`src/pal_defines.svh`:
```
`ifndef PAL_DEFINES_SVH
`define PAL_DEFINES_SVH

// ----------------------------------------
// Register offsets
// ----------------------------------------
`define PAL_OFF_CTRL 12'h000
`define PAL_OFF_OVR 12'h004
`define PAL_OFF_STAT 12'h008

// ----------------------------------------
// Control fields and reset values
// ----------------------------------------
`define PAL_CTRL_BYPASS 0
`define PAL_CTRL_FWB 1
`define PAL_CTRL_OVR 2
`define PAL_CTRL_MATCH 3
`define PAL_CTRL_OSH 4
`define PAL_CTRL_RST 5'h00
`define PAL_OVR_RST 7'h00

// ----------------------------------------
// Attribute encodings
// ----------------------------------------
`define PAL_CACHE_NC 2'h0
`define PAL_CACHE_WB 2'h2
`define PAL_SH_OSH 2'h2
`define PAL_SH_ISH 2'h3

// ----------------------------------------
// Attribute field in a translated address
// ----------------------------------------
`define PAL_ATS_MARK 63
`define PAL_ATS_HI 62
`define PAL_ATS_LO 56
`define PAL_ATS_PA_HI 55
`define PAL_N_FIELD 1'h0

// ----------------------------------------
// Bus answers
// ----------------------------------------
`define PAL_RESP_OKAY 2'h0
`define PAL_RESP_SLVERR 2'h2

`endif

```
`src/pal_pkg.sv`:
```
package pal_pkg;

  typedef enum logic [1:0] {
    pal_kind_untr,
    pal_kind_trans,
    pal_kind_atsreq
  } pal_kind_t;

  typedef struct packed {
    logic normal;
    logic [1:0] icache;
    logic [1:0] ocache;
    logic [1:0] sh;
  } pal_attr_t;

  typedef struct packed {
    pal_kind_t kind;
    logic [63:0] addr;
    logic no_snoop;
    logic dev_target;
    pal_attr_t in_attr;
    logic desc_hit;
    pal_attr_t desc_attr;
    logic [63:0] desc_pa;
    logic s2_force_wb;
  } pal_req_t;

  typedef struct packed {
    pal_kind_t kind;
    logic [63:0] addr;
    pal_attr_t attr;
    logic no_snoop;
    logic n_field;
  } pal_rsp_t;

  typedef struct packed {
    logic awvalid;
    logic [31:0] awaddr;
    logic wvalid;
    logic [31:0] wdata;
    logic [3:0] wstrb;
    logic bready;
    logic arvalid;
    logic [31:0] araddr;
    logic rready;
  } pal_axi_req_t;

  typedef struct packed {
    logic awready;
    logic wready;
    logic bvalid;
    logic [1:0] bresp;
    logic arready;
    logic rvalid;
    logic [31:0] rdata;
    logic [1:0] rresp;
  } pal_axi_rsp_t;

  typedef struct packed {
    logic [4:0] ctrl;
    pal_attr_t ovr;
    logic [15:0] ns_count;
    logic aw_got;
    logic [11:0] aw_addr;
    logic w_got;
    logic [31:0] w_data;
    logic [3:0] w_strb;
    logic b_valid;
    logic [1:0] b_resp;
    logic r_valid;
    logic [31:0] r_data;
    logic [1:0] r_resp;
    logic s1_valid;
    pal_kind_t s1_kind;
    logic [63:0] s1_addr;
    pal_attr_t s1_attr;
    logic s1_ns;
    logic s2_valid;
    pal_rsp_t s2_out;
  } pal_st_t;

endpackage

```
`src/pal_attr.sv`:
```
`timescale 1ns/10ps
`include "pal_defines.svh"

// Behaviour
// - Bypass sends memory traffic fixed cached shared.
// - Device targets such as MSIs become Device.
// - Untranslated output combines input, overrides, descriptors.
// - Override use for PCIe is a build parameter.
// - No_snoop downgrades Normal cacheable to iNC-oNC-OSH.
// - No_snoop leaves Device attributes unchanged.
// - No_snoop acts after stage 2 forced writeback.
// - No_snoop flag travels alongside through the pipeline.
// - Translated traffic skips translation, descriptor attribute not applied.
// - Translated attribute: matching or fixed, selectable.
// - Attribute encoded in unused translated address bits.
// - Encoded attribute ignores any later No_snoop downgrade.
// - Completion N field is always zero.
// - No per-page No_snoop control exists.
module pal_attr #(
  parameter bit NOSNOOP_EN = 1'b1,
  parameter bit ATS_ATTR_EN = 1'b1,
  parameter bit PCIE_OVR_EN = 1'b0
) (
  input wire logic aclk,
  input wire logic aresetn,
  input wire pal_pkg::pal_axi_req_t axi_req,
  output pal_pkg::pal_axi_rsp_t axi_rsp,
  input wire logic txn_valid,
  output logic txn_ready,
  input wire pal_pkg::pal_req_t txn,
  output logic out_valid,
  input wire logic out_ready,
  output pal_pkg::pal_rsp_t out_txn
);

  // ----------------------------------------
  // Attribute helpers
  // ----------------------------------------
  function automatic pal_pkg::pal_attr_t fix_attr(input logic osh);
    pal_pkg::pal_attr_t r;
    r.normal = 1'b1;
    r.icache = `PAL_CACHE_WB;
    r.ocache = `PAL_CACHE_WB;
    r.sh = osh ? `PAL_SH_OSH : `PAL_SH_ISH;
    return r;
  endfunction

  // Non-cached outer shareable; Device uses the same cache fields.
  function automatic pal_pkg::pal_attr_t nc_attr(input logic normal);
    pal_pkg::pal_attr_t r;
    r.normal = normal;
    r.icache = `PAL_CACHE_NC;
    r.ocache = `PAL_CACHE_NC;
    r.sh = `PAL_SH_OSH;
    return r;
  endfunction

  // The weaker cacheability wins, and any Device input gives Device.
  function automatic pal_pkg::pal_attr_t combine(input pal_pkg::pal_attr_t a,
                                                 input pal_pkg::pal_attr_t b);
    pal_pkg::pal_attr_t r;
    r = b;
    if (!a.normal || !b.normal) begin
      r = nc_attr(1'b0);
    end else begin
      r.icache = (a.icache < b.icache) ? a.icache : b.icache;
      r.ocache = (a.ocache < b.ocache) ? a.ocache : b.ocache;
      r.sh = (a.sh == `PAL_SH_OSH) ? `PAL_SH_OSH : b.sh;
    end
    return r;
  endfunction

  function automatic logic cacheable(input pal_pkg::pal_attr_t a);
    return a.normal && (a.icache != `PAL_CACHE_NC || a.ocache != `PAL_CACHE_NC);
  endfunction

  // ----------------------------------------
  // State
  // ----------------------------------------
  pal_pkg::pal_st_t q;
  pal_pkg::pal_st_t n;
  logic s2_go;
  logic s1_go;
  logic acc;
  logic aw_ready;
  logic w_ready;
  logic ctrl_osh;
  logic fwb_hit;

  assign s2_go = !q.s2_valid || out_ready;
  assign s1_go = !q.s1_valid || s2_go;
  assign acc = txn_valid && s1_go;
  assign aw_ready = !q.aw_got && !q.b_valid;
  assign w_ready = !q.w_got && !q.b_valid;
  assign ctrl_osh = q.ctrl[`PAL_CTRL_OSH];
  assign fwb_hit = txn.desc_hit && txn.s2_force_wb && q.ctrl[`PAL_CTRL_FWB] &&
                   !q.ctrl[`PAL_CTRL_BYPASS];

  assign txn_ready = s1_go;
  assign out_valid = q.s2_valid;
  assign out_txn = q.s2_out;
  assign axi_rsp.awready = aw_ready;
  assign axi_rsp.wready = w_ready;
  assign axi_rsp.bvalid = q.b_valid;
  assign axi_rsp.bresp = q.b_resp;
  assign axi_rsp.arready = !q.r_valid;
  assign axi_rsp.rvalid = q.r_valid;
  assign axi_rsp.rdata = q.r_data;
  assign axi_rsp.rresp = q.r_resp;

  always_comb begin
    pal_pkg::pal_attr_t a;
    logic [63:0] ad;
    logic dn;
    a = txn.in_attr;
    ad = txn.addr;
    dn = 1'b0;
    n = q;

    // ----------------------------------------
    // Register slave
    // ----------------------------------------
    if (axi_req.awvalid && aw_ready) begin
      n.aw_got = 1'b1;
      n.aw_addr = axi_req.awaddr[11:0];
    end
    if (axi_req.wvalid && w_ready) begin
      n.w_got = 1'b1;
      n.w_data = axi_req.wdata;
      n.w_strb = axi_req.wstrb;
    end
    // The write lands one cycle after both halves are held.
    if (q.aw_got && q.w_got && !q.b_valid) begin
      n.aw_got = 1'b0;
      n.w_got = 1'b0;
      n.b_valid = 1'b1;
      n.b_resp = `PAL_RESP_OKAY;
      unique case (q.aw_addr)
        `PAL_OFF_CTRL: begin
          if (q.w_strb[0]) begin
            n.ctrl = q.w_data[4:0];
          end
        end
        `PAL_OFF_OVR: begin
          if (q.w_strb[0]) begin
            n.ovr = pal_pkg::pal_attr_t'(q.w_data[6:0]);
          end
        end
        `PAL_OFF_STAT: begin
        end
        default: begin
          n.b_resp = `PAL_RESP_SLVERR;
        end
      endcase
    end
    if (q.b_valid && axi_req.bready) begin
      n.b_valid = 1'b0;
    end
    if (axi_req.arvalid && !q.r_valid) begin
      n.r_valid = 1'b1;
      n.r_resp = `PAL_RESP_OKAY;
      unique case (axi_req.araddr[11:0])
        `PAL_OFF_CTRL: n.r_data = {27'h000_0000, q.ctrl};
        `PAL_OFF_OVR: n.r_data = {25'h000_0000, q.ovr};
        `PAL_OFF_STAT: n.r_data = {14'h0000, q.s2_valid, q.s1_valid, q.ns_count};
        default: begin
          n.r_data = 32'h0000_0000;
          n.r_resp = `PAL_RESP_SLVERR;
        end
      endcase
    end
    if (q.r_valid && axi_req.rready) begin
      n.r_valid = 1'b0;
    end

    // ----------------------------------------
    // Stage 1: attribute calculation
    // ----------------------------------------
    // The upstream attribute is trusted to be the fixed cacheable shared one.
    // override replaces incoming attribute
    if (PCIE_OVR_EN && q.ctrl[`PAL_CTRL_OVR]) begin
      a = q.ovr;
    end
    unique case (txn.kind)
      pal_pkg::pal_kind_trans: begin
        a = fix_attr(ctrl_osh);
        if (ATS_ATTR_EN && q.ctrl[`PAL_CTRL_MATCH] && txn.addr[`PAL_ATS_MARK]) begin
          a = pal_pkg::pal_attr_t'(txn.addr[`PAL_ATS_HI:`PAL_ATS_LO]);
          ad = {8'h00, txn.addr[`PAL_ATS_PA_HI:0]};
        end
      end
      pal_pkg::pal_kind_untr, pal_pkg::pal_kind_atsreq: begin
        if (q.ctrl[`PAL_CTRL_BYPASS]) begin
          a = fix_attr(ctrl_osh);
        end else if (txn.desc_hit) begin
          a = combine(a, txn.desc_attr);
          ad = txn.desc_pa;
        end
        if (fwb_hit && a.normal) begin
          a.icache = `PAL_CACHE_WB;
          a.ocache = `PAL_CACHE_WB;
        end
      end
      default: begin
        a = nc_attr(1'b0);
      end
    endcase
    if (txn.dev_target) begin
      a = nc_attr(1'b0);
    end
    if (ATS_ATTR_EN && txn.kind == pal_pkg::pal_kind_atsreq) begin
      ad = {1'b1, a, ad[`PAL_ATS_PA_HI:0]};
    end
    if (s1_go) begin
      n.s1_valid = txn_valid;
      if (txn_valid) begin
        n.s1_kind = txn.kind;
        n.s1_addr = ad;
        n.s1_attr = a;
        n.s1_ns = txn.no_snoop;
      end
    end

    // ----------------------------------------
    // Stage 2: No_snoop downgrade at the output
    // ----------------------------------------
    // Completions are not memory accesses, so the downgrade never applies to them; the flag still travels.
    // cacheable downgrade
    dn = NOSNOOP_EN && q.s1_ns && q.s1_kind != pal_pkg::pal_kind_atsreq &&
         cacheable(q.s1_attr);
    if (s2_go) begin
      n.s2_valid = q.s1_valid;
      if (q.s1_valid) begin
        n.s2_out.kind = q.s1_kind;
        n.s2_out.addr = q.s1_addr;
        n.s2_out.attr = dn ? nc_attr(1'b1) : q.s1_attr;
        n.s2_out.no_snoop = q.s1_ns;
        n.s2_out.n_field = `PAL_N_FIELD;
        if (dn) begin
          n.ns_count = q.ns_count + 16'h0001;
        end
      end
    end
  end

  always_ff @(posedge aclk) begin
    if (!aresetn) begin
      q <= '0;
      q.ctrl <= `PAL_CTRL_RST;
      q.ovr <= `PAL_OVR_RST;
    end else begin
      q <= n;
    end
  end

  // ----------------------------------------
  // Checks
  // ----------------------------------------
  bypass_fixed_a: assert property (@(posedge aclk) disable iff (!aresetn)
    acc && txn.kind == pal_pkg::pal_kind_untr && !txn.dev_target &&
    q.ctrl[`PAL_CTRL_BYPASS] && !q.ctrl[`PAL_CTRL_FWB]
    |=> q.s1_attr == fix_attr($past(ctrl_osh)))
    else $error("bypass attribute not fixed cached shared");

  device_target_a: assert property (@(posedge aclk) disable iff (!aresetn)
    acc && txn.dev_target |=> !q.s1_attr.normal ##0 q.s1_valid)
    else $error("device target not Device type");

  nosnoop_down_a: assert property (@(posedge aclk) disable iff (!aresetn)
    s2_go && q.s1_valid && NOSNOOP_EN && q.s1_ns && cacheable(q.s1_attr) &&
    q.s1_kind != pal_pkg::pal_kind_atsreq
    |=> out_valid && out_txn.attr == nc_attr(1'b1))
    else $error("no snoop downgrade missing");

  device_keep_a: assert property (@(posedge aclk) disable iff (!aresetn)
    s2_go && q.s1_valid && !q.s1_attr.normal |=> out_txn.attr == $past(q.s1_attr))
    else $error("Device attribute altered");

  fwb_first_a: assert property (@(posedge aclk) disable iff (!aresetn)
    acc && fwb_hit && !txn.dev_target && txn.kind == pal_pkg::pal_kind_untr &&
    txn.desc_attr.normal && txn.in_attr.normal
    |=> q.s1_attr.icache == `PAL_CACHE_WB && q.s1_attr.ocache == `PAL_CACHE_WB)
    else $error("forced writeback not applied before output stage");

  ns_carry_a: assert property (@(posedge aclk) disable iff (!aresetn)
    acc ##1 s2_go |=> out_txn.no_snoop == $past(q.s1_ns) ##0 out_valid)
    else $error("no snoop flag lost in pipeline");

  trans_addr_a: assert property (@(posedge aclk) disable iff (!aresetn)
    acc && txn.kind == pal_pkg::pal_kind_trans && !txn.addr[`PAL_ATS_MARK]
    |=> q.s1_addr == $past(txn.addr) && q.s1_attr.normal == !$past(txn.dev_target))
    else $error("translated address changed");

  ats_encode_a: assert property (@(posedge aclk) disable iff (!aresetn)
    out_valid && ATS_ATTR_EN && out_txn.kind == pal_pkg::pal_kind_atsreq
    |-> out_txn.addr[`PAL_ATS_MARK] &&
    out_txn.addr[`PAL_ATS_HI:`PAL_ATS_LO] == out_txn.attr)
    else $error("completion attribute not encoded");

  n_zero_a: assert property (@(posedge aclk) disable iff (!aresetn)
    out_valid && out_txn.kind == pal_pkg::pal_kind_atsreq |-> out_txn.n_field == 1'b0)
    else $error("completion N field set");

  out_hold_a: assert property (@(posedge aclk) disable iff (!aresetn)
    out_valid && !out_ready |=> out_valid && $stable(out_txn))
    else $error("output dropped while stalled");

  bresp_hold_a: assert property (@(posedge aclk) disable iff (!aresetn)
    axi_rsp.bvalid && !axi_req.bready |=> axi_rsp.bvalid && $stable(axi_rsp.bresp))
    else $error("write response dropped");

  rdata_hold_a: assert property (@(posedge aclk) disable iff (!aresetn)
    axi_rsp.rvalid && !axi_req.rready |=> axi_rsp.rvalid && $stable(axi_rsp.rdata))
    else $error("read data dropped");

  ats_strip_a: assert property (@(posedge aclk) disable iff (!aresetn)
    acc && txn.kind == pal_pkg::pal_kind_trans && ATS_ATTR_EN &&
    q.ctrl[`PAL_CTRL_MATCH] && txn.addr[`PAL_ATS_MARK]
    |=> q.s1_addr == {8'h00, $past(txn.addr[`PAL_ATS_PA_HI:0])})
    else $error("translated address field not stripped");

  trans_fixed_a: assert property (@(posedge aclk) disable iff (!aresetn)
    acc && txn.kind == pal_pkg::pal_kind_trans && !txn.dev_target &&
    !(q.ctrl[`PAL_CTRL_MATCH] && txn.addr[`PAL_ATS_MARK])
    |=> q.s1_attr == fix_attr($past(ctrl_osh)))
    else $error("translated attribute not fixed");

  attr_pass_a: assert property (@(posedge aclk) disable iff (!aresetn)
    s2_go && q.s1_valid && !q.s1_ns |=> out_txn.attr == $past(q.s1_attr))
    else $error("attribute changed without no snoop flag");

endmodule

```
`config.mk`:
```
export PLATFORM = sky130hd
export DESIGN_NAME = pal_attr
export DESIGN_NICKNAME = d
export VERILOG_FILES = /design/src/pal_pkg.sv /design/src/pal_attr.sv
export VERILOG_INCLUDE_DIRS = /design/src
export SDC_FILE = /design/constraint.sdc
export NUM_CORES = 1
export LEC_CHECK = 0
export BUFFER_PORTS_ARGS = -buffer_cell sky130_fd_sc_hd__buf_4
export CORE_MARGIN = 2
export CORE_UTILIZATION = 50
export DETAILED_ROUTE_END_ITERATION = 10
export PLACE_DENSITY = 0.81
export SLEW_MARGIN = 20
export SYNTH_ARGS = -nofsm -noshare
export SYNTH_HDL_FRONTEND = slang
export SYNTH_SLANG_ARGS = --single-unit
```
`constraint.sdc`:
```
create_clock -name aclk -period 1.9 [get_ports aclk]
set_input_delay 0.19 -clock aclk [delete_from_list [all_inputs] [get_ports aclk]]
set_output_delay 0.19 -clock aclk [all_outputs]
set_load 0.005 [all_outputs]
```
==> run_results.csv <==
group,metric,value,unit
global_routing,grt_pass1_wl,50.1,mm
final_layout,drive_gt1_share,24.4,%
sta,fin_skew,0.0193,ns
pwr,p_leak,0.00589,µW
global_routing,grt_max_degree,56,
placement,io_buffer_count,289,
route,ant_nets,0,
flow_run,drv_cap,0,
sta,period_share,94.3,%
sta,finalSetupViolCount,0,
die,ios,375,
worst_setup_path,crit_fanout,29,
placement,hpwl,19.3,mm
sta,slew_headroom,64.7,%
worst_setup_path,critical_path_class,"reg -> reg",
sta,tightest_slew,0.528,ns
min_path,hp-class,"in -> reg",
die,die_h,146,µm
worst_setup_path,end_kind,"flip-flop",
die,num_rows,51,
placement,gp_congestion,0.881,
synthesis,synthTopCellsByArea,"dfxtp_1, nand2_1, buf_4, a21oi_1, a311oi_1",
clocking,numClockSinks,222,
synthesis,avgSynthCellArea,7.97,µm²
clocking,tritoncts,"built",
clocking,path_clk_slew,0.06,ns
global_routing,grt_util_all_layers,28.2,%
route,dr.first_iter.drc_count,692,
synthesis,synth.most_common_cell,"nand2_1",
synthesis,synth-edff-count,0,
status,status,"complete, no violations",
sta,whs,0.0246,ns
worst_setup_path,crit_arrival,2.17,ns
synthesis,synth_top_area_share,44.2,%
worst_setup_path,start_kind,"flip-flop",
die,core_area,19600,µm²
final_layout,fillers,1434,
sta,tns,0,ns
pwr,vdd_drop_max,607,µV
route,vias_per_cell,5.47,
global_routing,gr-total-overflow,0,
clocking,cts_buffer_depth,3,
synthesis,synthFlopType,"dfxtp_1",
final_layout,area_growth_syn_to_layout,39.6,%
synthesis,ys_ff_latch,222,
clocking,clock_latency,0.51,ns
clocking,h-tree-depth,1,
final_layout,final_nets,1830,
global_routing,antenna_found_initial,2,
route,post_drt_wl_per_cell,16.9,µm
synthesis,synth_common_cells,"nand2_1, dfxtp_1, a21oi_1, buf_4, nor2_1",
sta,finalHoldViolCount,0,
synthesis,ys_warn_count,0,
pwr,p_per_area,810,nW/µm²
global_routing,grt_pass1_vias,9977,
clocking,post_cts_buffers,0,
route,drtPass1Iterations,5,
route,drc_errors,0,
clocking,clockRootBuffer,"clkbuf_16",
die,start_util,51.3,%
route,vias,10100,
sta,grt_setup_unrepaired,"false",
synthesis,syn-instance-count,1262,
sta,period_needed,1.79,ns
die,die_w,146,µm
route,wl,31.3,mm
clocking,cts_made_buffers,23,
synthesis,ys_seq_area_share,44.2,%
sta,max_freq,558,MHz
sta,report.final.slew_viol_count,0,
die,die_area,21300,µm²
synthesis,syn_area,10100,µm²
synthesis,synth-async-reset-ratio,0,%
synthesis,synth_largest_area_cell,"dfxtp_1",
worst_setup_path,cp.required,2.28,ns
synthesis,synth.distinct_cells,58,
-- layout by cell type (no fill, tap or decap), drive strengths merged, types with 5 or more instances in the layout --
cell type    synthesis  layout
a21oi              130     130
a22o                19      19
a311oi              57      57
a31oi                8       8
and2                 7       7
buf                140     330
clkbuf              63      31
clkinv               0       5
conb                 1      17
dfxtp              222     222
dlygate4sd3          0     138
ha                   5       5
inv                 19      19
mux2i               19      19
nand2              339     339
nand2b               8       8
nand3               21      21
nand4                5       5
nor2                76      76
nor3                 5       5
o21ai               28      28
o31ai               12      12
or3                  8       8
or4                 15      15
-- what timing repair did --
item	4_1_cts	5_1_grt
gates resized for setup	0	4
hold endpoints to repair	84	0
setup endpoints to repair	0	9
hold buffers	138	0
-- worst max-delay path: stages, from the launching register on --
cell and delay [ns]:
dfxtp_1 0.33, buf_4 0.17, nor3b_4 0.43, buf_12 0.25, nand2_1 0.12, a311oi_1 0.35
-- final cells by class --
class,count,area [µm²],area share (%)
sequential,222,4450,31.7
multi-input combinational,834,4390,31.3
timing repair buffer,468,3970,28.3
clock buffer,31,666,4.74
tap,265,332,2.36
clock inverter,9,149,1.06
inverter,19,73.8,0.526
antenna,2,5.00,0.0357
-- kinds of logic after synthesis --
logic type,Yosys count,share of synthesized area [%]
buffers and inverters,222,13.0
adder cells (fa/ha/maj),5,0.622
AO/OA/AOI/OAI,285,18.5
AND/OR/NAND/NOR,508,21.8
multiplexers,19,1.89
other,1,0.0373
flip-flops,222,44.2
-- flip-flops by register name (all words and copies together) (netlist names) --
name / flops
q: 124
ctrl_osh: 1
out_txn: 74
axi_rsp: 22
out_valid: 1
-- power breakdown --
group	internal [µW]	switching, µW	total, µW
Sequential	4860	120	4980
Clock	2990	1840	4830
Combinational	813	746	1560
-- per-layer routing --
metal,wire length [µm],GRT usage (%),vias to the layer above,part of all wire (%)
met4,1580,14.1,0,5.0
li1,-,-,4812,-
met1,12300,34.5,4663,39
met2,14800,47.1,517,47
met5,0,0,-,0
met3,2550,6.02,125,8.2
-- stage by stage --
stage / setup WS [ns] / instance area (µm²) / power [µW] / instances / utilization (%)
global route: 0.0503 / 14000 / 11800 / 1850 / 71.6
global placement: 0.140 / 11800 / 6320 / 1670 / 60.3
floorplan: 0.275 / 10100 / 5790 / 1278 / -
CTS: 0.0310 / 14000 / 11400 / 1848 / 71.5
finish: 0.109 / 14000 / 11400 / 1850 / 71.6
detailed placement: 0.0797 / 11800 / 6350 / 1670 / 60.3
-- final timing paths --
path | from | end | slack (ns) | cells past startpoint
worst min-delay path | axi_req[3] | axi_rsp[1] | 0.02 | 3
worst min register to register | q[98] | out_txn[23] | 0.44 | 2
worst max-delay path | q[262] | q[125] | 0.11 | 5
worst max register to register | q[262] | q[125] | 0.11 | 5
No activity file was read; power rests on OpenSTA's default activity.
